===== config.mk =====
export PLATFORM = sky130hd
export DESIGN_NAME = readout_window
export DESIGN_NICKNAME = d
export VERILOG_FILES = /design/src/hdl/readout_pkg.sv /design/src/hdl/readout_window.sv
export SDC_FILE = /design/constraint.sdc
export NUM_CORES = 1
export LEC_CHECK = 0
export BUFFER_PORTS_ARGS = -buffer_cell sky130_fd_sc_hd__buf_2
export CORE_MARGIN = 10
export CORE_UTILIZATION = 25
export DETAILED_ROUTE_END_ITERATION = 10
export SYNTH_ARGS = -nofsm -noshare
export SYNTH_HDL_FRONTEND = slang
export SYNTH_SLANG_ARGS = --single-unit

===== constraint.sdc =====
create_clock -name REF_CLK -period 35 [get_ports REF_CLK]
set_input_delay 7 -clock REF_CLK [delete_from_list [all_inputs] [get_ports REF_CLK]]
set_output_delay 7 -clock REF_CLK [all_outputs]
set_load 0.01 [all_outputs]

===== src/hdl/readout_pkg.sv =====
// Constants, types and state layout of the readout window block
package readout_pkg;
  // Register offsets (byte addresses, one word each)
  localparam logic [7:0] OFS_H_START = 8'h00;
  localparam logic [7:0] OFS_V_START = 8'h04;
  localparam logic [7:0] OFS_WIDTH   = 8'h08;
  localparam logic [7:0] OFS_HEIGHT  = 8'h0C;
  localparam logic [7:0] OFS_PITCH   = 8'h10;
  localparam logic [7:0] OFS_PACKING = 8'h14;
  localparam logic [7:0] OFS_BINNING = 8'h18;
  localparam logic [7:0] OFS_DEPTH   = 8'h1C;
  localparam logic [7:0] OFS_FLINES  = 8'h20;
  localparam logic [7:0] OFS_MARGIN  = 8'h24;
  // Field positions in the binning register
  localparam int BIN_H_BIT = 0;
  localparam int BIN_V_BIT = 1;
  // Window geometry
  localparam logic [10:0] OB_TOP       = 11'h004;
  localparam logic [10:0] OB_SIDE_FULL = 11'h010;
  localparam logic [10:0] OB_SIDE_BIN  = 11'h008;
  localparam logic [10:0] MAX_W_1      = 11'h660;
  localparam logic [10:0] MAX_W_2      = 11'h330;
  localparam logic [10:0] MAX_H_1      = 11'h4B4;
  localparam logic [10:0] MAX_H_2      = 11'h25C;
  // Reset values: active image only, no margins
  localparam logic [10:0] RST_H_START = 11'h010;
  localparam logic [10:0] RST_V_START = 11'h004;
  localparam logic [10:0] RST_WIDTH   = 11'h640;
  localparam logic [10:0] RST_HEIGHT  = 11'h4B0;
  // Frame line arithmetic terms
  localparam int FL_BASE    = 1203;
  localparam int FL_ADD_LO  = 29;
  localparam int FL_ADD_HI  = 28;
  localparam int FL_ADD_BIN = 24;
  // Line times in ns and the clock period they are counted in
  localparam int CLK_NS       = 20;
  localparam int LINE_NS_1    = 20040;
  localparam int LINE_NS_2    = 22000;
  localparam int LINE_CYC_1   = LINE_NS_1 / CLK_NS;
  localparam int LINE_CYC_2   = LINE_NS_2 / CLK_NS;
  // Level scale: input in tenths of a percent of the 100% level
  localparam int LVL_100 = 1000;
  localparam int LVL_115 = 1150;
  localparam logic [11:0] SETUP_8  = 12'h008;
  localparam logic [11:0] SETUP_10 = 12'h020;
  localparam logic [11:0] SETUP_12 = 12'h080;
  localparam logic [11:0] WHITE_8  = 12'h0DE;
  localparam logic [11:0] WHITE_10 = 12'h37A;
  localparam logic [11:0] WHITE_12 = 12'hDE8;
  localparam logic [11:0] FULL_8   = 12'h0FF;
  localparam logic [11:0] FULL_10  = 12'h3FF;
  localparam logic [11:0] FULL_12  = 12'hFFF;
  // Pixel packing, one-hot
  typedef enum logic [4:0] {
    PK_MONO8  = 5'h01, PK_PACK10 = 5'h02, PK_WIDE16 = 5'h04,
    PK_YUV422 = 5'h08, PK_RGB24  = 5'h10
  } packing_e;
  // Window seen by the readout and packet stages
  typedef struct packed {
    logic [10:0] h_start;
    logic [10:0] v_start;
    logic [10:0] width;
    logic [10:0] height;
    logic [10:0] ob_side;
    logic        bin_h;
    logic        bin_v;
  } window_s;
  // Whole state of the block
  typedef struct packed {
    window_s     win;
    logic [12:0] pitch;
    packing_e    packing;
    logic [1:0]  depth;
    logic [11:0] flines;
    logic [10:0] line_cnt;
    logic [11:0] row;
    logic        line_tick;
    logic        frame_start;
    logic [31:0] rdata;
    logic [11:0] code;
    logic        code_valid;
  } state_s;
endpackage


===== src/hdl/readout_window.sv =====
// Readout window, binning, frame timing and output level mapping
//
// The address map and the strobed register port were left to the implementer.
module readout_window #(
  parameter bit MONO = 1'b1 // Binning exists only on monochrome
) (
  input  wire logic                 REF_CLK,
  input  wire logic                 RST_B,
  input  wire logic [7:0]           ADDR,
  input  wire logic [31:0]          WDATA,
  input  wire logic                 WR,
  input  wire logic                 RD,
  output logic [31:0]               RDATA,
  input  wire logic [10:0]          LEVEL_IN,
  input  wire logic                 LEVEL_VALID,
  output logic [11:0]               CODE,
  output logic                      CODE_VALID,
  output readout_pkg::window_s      WINDOW,
  output logic [11:0]               FRAME_LINES,
  output logic                      LINE_TICK,
  output logic                      FRAME_START
);
  readout_pkg::state_s st;      // Registered state
  readout_pkg::state_s next_st; // Next state

  // Byte pitch of a line from its pixel count
  function automatic logic [12:0] pitch_of(
    input logic [10:0] w, input readout_pkg::packing_e p);
    logic [13:0] w2;
    w2 = {3'h0, w} + {3'h0, w};
    unique case (p)
      readout_pkg::PK_MONO8:  pitch_of = {2'h0, w};
      readout_pkg::PK_PACK10: pitch_of = 13'((w2 + {3'h0, w}) >> 1);
      readout_pkg::PK_RGB24:  pitch_of = 13'(w2 + {3'h0, w});
      default:                pitch_of = w2[12:0];
    endcase
  endfunction

  // Pixel count of a line from its byte pitch
  function automatic logic [12:0] width_of(
    input logic [12:0] b, input readout_pkg::packing_e p);
    unique case (p)
      readout_pkg::PK_MONO8:  width_of = b;
      readout_pkg::PK_PACK10: width_of = 13'(({1'b0, b} << 1) / 14'h0003);
      readout_pkg::PK_RGB24:  width_of = 13'(b / 13'h0003);
      default:                width_of = b >> 1;
    endcase
  endfunction

  // Smaller of a value and a limit
  function automatic logic [10:0] clamp(
    input logic [12:0] v, input logic [10:0] lim);
    clamp = (v > {2'h0, lim}) ? lim : v[10:0];
  endfunction

  // Output code of a level for one bit depth
  function automatic logic [11:0] level_code(input logic [10:0] lvl,
    input logic [11:0] setup, input logic [11:0] white,
    input logic [11:0] full);
    logic [23:0] span;
    span = 24'(lvl) * 24'(white - setup) / 24'(readout_pkg::LVL_100);
    if (lvl >= 11'(readout_pkg::LVL_115) ||
        span + 24'(setup) > 24'(full))
      level_code = full;
    else
      level_code = 12'(span) + setup;
  endfunction

  // Working values of the combinational process
  logic [10:0]        max_w;   // Width limit for the binning now set
  logic [10:0]        max_h;   // Height limit for the binning now set
  logic signed [15:0] s;       // Vertical start, signed
  logic signed [15:0] c;       // Line count, signed
  logic signed [15:0] fl;      // Frame line count
  logic [11:0]        setup;   // Black setup code at current depth
  logic [11:0]        white;   // 100% code at current depth
  logic [11:0]        full;    // Full scale at current depth
  logic [10:0]        line_cyc; // Clock cycles in one line
  logic [12:0]        wnew;    // Candidate width on a write
  logic               bh;      // Horizontal binning after a write
  logic               bv;      // Vertical binning after a write

  // Next state: register writes, frame arithmetic, timing, levels
  always_comb begin
    next_st = st;
    wnew = 13'h0000;
    bh = st.win.bin_h;
    bv = st.win.bin_v;
    max_w = st.win.bin_h ? readout_pkg::MAX_W_2 : readout_pkg::MAX_W_1;
    max_h = st.win.bin_v ? readout_pkg::MAX_H_2 : readout_pkg::MAX_H_1;
    next_st.line_tick = 1'b0;
    next_st.frame_start = 1'b0;
    next_st.code_valid = 1'b0;
    next_st.rdata = 32'h0000_0000;
    // Register writes; the slave never stalls
    if (WR) begin
      unique case (ADDR)
        readout_pkg::OFS_H_START:
          next_st.win.h_start = clamp(WDATA[12:0], max_w);
        readout_pkg::OFS_V_START:
          next_st.win.v_start = clamp(WDATA[12:0], max_h);
        readout_pkg::OFS_WIDTH: begin
          next_st.win.width = clamp(WDATA[12:0], max_w);
          next_st.pitch = pitch_of(next_st.win.width, st.packing);
        end
        readout_pkg::OFS_HEIGHT:
          next_st.win.height = clamp(WDATA[12:0], max_h);
        readout_pkg::OFS_PITCH: begin
          wnew = width_of(WDATA[12:0], st.packing);
          next_st.win.width = clamp(wnew, max_w);
          next_st.pitch = pitch_of(next_st.win.width, st.packing);
        end
        readout_pkg::OFS_PACKING: begin
          // Illegal codes are dropped, keeping the enum one-hot
          unique case (WDATA[4:0])
            5'h01, 5'h02, 5'h04, 5'h08, 5'h10: begin
              next_st.packing = readout_pkg::packing_e'(WDATA[4:0]);
              next_st.pitch = pitch_of(st.win.width,
                readout_pkg::packing_e'(WDATA[4:0]));
            end
            default: ;
          endcase
        end
        readout_pkg::OFS_BINNING: begin
          // Colour variant keeps both factors at one
          bh = MONO & WDATA[readout_pkg::BIN_H_BIT];
          bv = MONO & WDATA[readout_pkg::BIN_V_BIT];
          next_st.win.bin_h = bh;
          next_st.win.bin_v = bv;
          // Shrinking limits pull values in; growing leaves them
          if (bh) begin
            next_st.win.width = clamp({2'h0, st.win.width},
                                      readout_pkg::MAX_W_2);
            next_st.win.h_start = clamp({2'h0, st.win.h_start},
                                        readout_pkg::MAX_W_2);
            next_st.pitch = pitch_of(next_st.win.width, st.packing);
          end
          if (bv) begin
            next_st.win.height = clamp({2'h0, st.win.height},
                                       readout_pkg::MAX_H_2);
            next_st.win.v_start = clamp({2'h0, st.win.v_start},
                                        readout_pkg::MAX_H_2);
          end
        end
        readout_pkg::OFS_DEPTH:
          // Code 3 has no depth and is ignored
          if (WDATA[1:0] != 2'h3) next_st.depth = WDATA[1:0];
        default: ; // Unmapped and read-only offsets ignore writes
      endcase
    end
    // Side margin width follows horizontal binning
    next_st.win.ob_side = next_st.win.bin_h ?
      readout_pkg::OB_SIDE_BIN : readout_pkg::OB_SIDE_FULL;
    // Frame line count, arithmetic shift gives floor by four
    s = 16'(st.win.v_start);
    c = 16'(st.win.height);
    if (!st.win.bin_v) begin
      if (s < 16'sd4)
        fl = ((16'sd1203 - (c + s - 16'sd4)) >>> 2) +
             (c - (16'sd4 - s)) + 16'(readout_pkg::FL_ADD_LO);
      else
        fl = ((s + 16'sd3) >>> 2) +
             ((16'sd1203 - (c + s - 16'sd4)) >>> 2) +
             c + 16'(readout_pkg::FL_ADD_HI);
    end else begin
      if (s < 16'sd4)
        fl = ((16'sd1203 - (((c - (16'sd4 - s)) <<< 1) +
              ((s <<< 1) - 16'sd4))) >>> 2) +
             (c - (16'sd4 - s)) + 16'(readout_pkg::FL_ADD_BIN);
      else
        fl = ((s + 16'sd3) >>> 2) +
             ((16'sd1203 - ((c <<< 1) + (s <<< 1) - 16'sd4)) >>> 2) +
             c + 16'(readout_pkg::FL_ADD_BIN - 1);
    end
    next_st.flines = (fl < 16'sd1) ? 12'h001 : fl[11:0];
    // Line and frame timing: period is lines times line time
    line_cyc = st.win.bin_v ? 11'(readout_pkg::LINE_CYC_2)
                            : 11'(readout_pkg::LINE_CYC_1);
    if (st.line_cnt >= line_cyc - 11'h001) begin
      next_st.line_cnt = 11'h000;
      next_st.line_tick = 1'b1;
      if (st.row >= st.flines - 12'h001) begin
        next_st.row = 12'h000;
        next_st.frame_start = 1'b1;
      end else begin
        next_st.row = st.row + 12'h001;
      end
    end else begin
      next_st.line_cnt = st.line_cnt + 11'h001;
    end
    // Level to code at the selected depth
    unique case (st.depth)
      2'h1: begin
        setup = readout_pkg::SETUP_10;
        white = readout_pkg::WHITE_10;
        full = readout_pkg::FULL_10;
      end
      2'h2: begin
        setup = readout_pkg::SETUP_12;
        white = readout_pkg::WHITE_12;
        full = readout_pkg::FULL_12;
      end
      default: begin
        setup = readout_pkg::SETUP_8;
        white = readout_pkg::WHITE_8;
        full = readout_pkg::FULL_8;
      end
    endcase
    if (LEVEL_VALID) begin
      next_st.code = level_code(LEVEL_IN, setup, white, full);
      next_st.code_valid = 1'b1;
    end
    // Read data stand only in the cycle after the strobe
    if (RD) begin
      unique case (ADDR)
        readout_pkg::OFS_H_START: next_st.rdata = 32'(st.win.h_start);
        readout_pkg::OFS_V_START: next_st.rdata = 32'(st.win.v_start);
        readout_pkg::OFS_WIDTH:   next_st.rdata = 32'(st.win.width);
        readout_pkg::OFS_HEIGHT:  next_st.rdata = 32'(st.win.height);
        readout_pkg::OFS_PITCH:   next_st.rdata = 32'(st.pitch);
        readout_pkg::OFS_PACKING: next_st.rdata = 32'(st.packing);
        readout_pkg::OFS_BINNING:
          next_st.rdata = 32'({st.win.bin_v, st.win.bin_h});
        readout_pkg::OFS_DEPTH:   next_st.rdata = 32'(st.depth);
        readout_pkg::OFS_FLINES:  next_st.rdata = 32'(st.flines);
        readout_pkg::OFS_MARGIN:
          next_st.rdata = {16'h0000, 5'h00, st.win.ob_side} |
                          {5'h00, readout_pkg::OB_TOP, 16'h0000};
        default: next_st.rdata = 32'h0000_0000; // Unmapped reads zero
      endcase
    end
  end

  // State register, synchronous active-low reset
  always_ff @(posedge REF_CLK) begin
    if (!RST_B) begin
      st <= '0;
      st.win.h_start <= readout_pkg::RST_H_START;
      st.win.v_start <= readout_pkg::RST_V_START;
      st.win.width <= readout_pkg::RST_WIDTH;
      st.win.height <= readout_pkg::RST_HEIGHT;
      st.win.ob_side <= readout_pkg::OB_SIDE_FULL;
      st.pitch <= {2'h0, readout_pkg::RST_WIDTH};
      st.packing <= readout_pkg::PK_MONO8;
      st.flines <= 12'h001;
    end else begin
      st <= next_st;
    end
  end

  // Ports straight from the state register
  assign RDATA = st.rdata;
  assign CODE = st.code;
  assign CODE_VALID = st.code_valid;
  assign WINDOW = st.win;
  assign FRAME_LINES = st.flines;
  assign LINE_TICK = st.line_tick;
  assign FRAME_START = st.frame_start;

  // Cycles since the last line tick, for the period check
  logic [10:0] gap;
  always_ff @(posedge REF_CLK) begin
    if (!RST_B || st.line_tick) gap <= 11'h000;
    else gap <= gap + 11'h001;
  end

  // A line cut short by reset or by a change of vertical binning has
  // no fixed length, so the period check skips the tick that ends it
  logic mixed;   // Line since the last tick not checkable
  logic bv_last; // Vertical binning one cycle ago
  always_ff @(posedge REF_CLK) begin
    bv_last <= st.win.bin_v;
    if (!RST_B) mixed <= 1'b1;
    else if (st.win.bin_v != bv_last) mixed <= 1'b1; // Change wins
    else if (st.line_tick) mixed <= 1'b0;
  end
endmodule


==> impl_metrics.csv <==
group,metric,value,unit
logic_synthesis,synth_cell_type_count,123,
die,design.portCount,172,
routing,vias,25600,
flow_run,drv_cap,0,
cts,cts_tree,"built",
setup_path,crit_path_frequent_cell,"fa_1",
setup_path,critical_path_class,"in -> reg",
setup_path,required,35370,ps
cts,postCtsResizedCells,0,
cts,ctsLongestPathBuffers,2,
logic_synthesis,synth_top_area_cell,"ha_1",
routing,post_drt_wl_per_cell,16.9,um
timing,finClkSkew,20.6,ps
timing,worst-slew-pin-transition,1190,ps
setup_path,critPathArrivalTime,23920,ps
logic_synthesis,syn_avg_cell_area,7.62,um2
cts,cts-root-buf,"clkbuf_16",
global_routing,grt_pass1_vias,24600,
die,die_h,350,um
die,rows,121,
die,fp.dieW,350,um
place,place_congestion,0.895,
cts,cts_made_buffers,17,
timing,fmax,42.5,MHz
place,place_ws,11220,ps
routing,drt_wl_total,84.1,mm
logic_synthesis,synthArstFlopShare,0,%
logic_synthesis,syn_inst,3574,
setup_path,end_kind,"register",
logic_synthesis,synth_area_leaders,"ha_1 14%, fa_1 11%, dfxtp_1 9.6%",
cts,cts-hold-fix-buffers,0,
die,start_util,25.1,%
timing,final_max_slew_viol_count,0,
global_routing,grt_pass1_wl,133,mm
timing,setup-tns-final,0,ps
status,status,"complete, no violations",
place,port_buffers,125,
cts,clkTransAtPathRegs,60,ps
timing,fin_ws,11440,ps
routing,ant_nets,0,
global_routing,gr-total-overflow,0,
die,core,109000,um2
cells_and_area,fin_nets,4048,
cts,clock_sinks,131,
setup_path,cp_slowest_stage_delay,930,ps
die,die_area,123000,um2
cells_and_area,final_common_cell,"inv_1",
routing,dr.pass1.iters,6,
place,hpwl,67.2,mm
timing,hold_violations,0,
routing,viasPerCell,5.15,
logic_synthesis,yosysTopAreaCellShare,13.7,%
timing,finalCriticalPeriod,23560,ps
logic_synthesis,synth_area,27200,um2
logic_synthesis,ys.flop_type,"dfxtp_1",
global_routing,grtUsageTotal,13.3,%
cells_and_area,layout_common_cells,"392 x inv_1, 299 x ha_1, 298 x nand2_1, 258 x nor2_1, 244 x a21oi_1",
cts,clk_latency,470,ps
cells_and_area,postLayoutCoreUtil,27.0,%
timing,min_period_over_period,67.3,%
setup_path,startpoint_type,"input port",
cells_and_area,area_growth,7.43,%
global_routing,grt_max_degree,58,
cts,cts.htree.levels,4,
setup_path,critPathTopFamily,"compound AO/OA/AOI/OAI gates",
routing,drc,0,
cells_and_area,drive_gt1_share,8.72,%
logic_synthesis,yosysWarnings,0,
logic_synthesis,ys_seq_area_share,9.63,%
setup_path,slowest_stage,"mux2i_1",
logic_synthesis,synth_enable_flop_cells,0,
timing,grt_setup_unrepaired,"false",
global_routing,antenna_found_initial,5,
min_path,min_path_type,"reg -> reg",
routing,drt_iter0_drc,2194,
setup_path,critPathMaxFanout,16,
timing,setup_viol,0,
logic_synthesis,synth-seq-cells,131,
cts,post_cts_buffers,0,
setup_path,path_buf_inv,5,
timing,max-slew-margin-rel,20.7,%
[stage by stage]
stage / cell area [um2] / cells / hold WS [ps]
detailed placement: 28700 / 4938 / 438
global placement: 28700 / 4938 / 437
floorplan: 27400 / 3623 / 413
global route: 29300 / 4971 / 483
CTS: 29300 / 4970 / 448
finish: 29300 / 4972 / 447
[state kept, by name, summed over array words and instances, names as in the netlist]
name	count
LINE_TICK	1
WINDOW	47
FRAME_LINES	12
CODE	12
st	43
CODE_VALID	1
RDATA	14
FRAME_START	1
[cells by family (layout without fill, tap and decap cells)]
family          after synthesis  after routing  share of synthesized area [%]
mux                          53             53                           2.52
xor+xnor                    258            258                           8.30
simple gates                992            992                           17.3
other cells                   2             53                         0.0276
compound gates             1028           1028                           26.4
flops                       131            131                           9.63
fa+ha+maj                   454            454                           24.9
buf+inv                     656            589                           10.8
[layer usage]
layer  track usage (%)  part of all wire [%]
met5                 0                 0.032
met4              4.67                   3.2
met3              2.58                   7.2
met2              21.4                    45
met1              17.5                    45
[final cells by class]
| class | instances | area, um2 |
|---|---|---|
| Timing Repair Buffer | 160 | 888 |
| Sequential cell | 131 | 2620 |
| Clock inverter | 15 | 164 |
| Fill cell | 11800 | 79300 |
| Inverter | 397 | 1490 |
| Tap cell | 1414 | 1770 |
| Clock buffer | 17 | 425 |
| Antenna cell | 2 | 5.00 |
| Multi-Input combinational cell | 2836 | 21900 |
[worst paths after layout]
check | endpoint | from | depth (start not counted) | slack, ps
setup / recovery | CODE[9]$_SDFFE_PN0P_ | LEVEL_IN[6] | 56 | 11440
hold / removal | RDATA[12]$_SDFF_PN0_ | st[101]$_SDFFE_PN0P_ | 2 | 450
setup reg to reg | CODE[9]$_SDFFE_PN0P_ | st[82]$_SDFFE_PN0P_ | 58 | 15990
hold reg to reg | RDATA[12]$_SDFF_PN0_ | st[101]$_SDFFE_PN0P_ | 2 | 450
[synth_stat cells (35+ instances only)]
cell type    n
a21o_1      77
a21oi_1    245
a221oi_1    35
a22oi_1     44
a31oi_1     48
and2_1      51
buf_4      117
clkbuf_1   112
dfxtp_1    131
fa_1       150
ha_1       299
inv_1      392
nand2_1    298
nand3_1     80
nor2_1     259
nor3_1      84
o211ai_1    35
o21ai_0    176
o21bai_1    50
xnor2_1    166
xor2_1      92
[worst min-delay path, cell delays in order (launching register included)]
cell and delay, ps:
dfxtp_1 310, inv_1 40, nor3_1 50
Power is left out: the tool's default activity adds up to more than one toggle a clock period on the data nets, which glitch-free logic cannot reach.
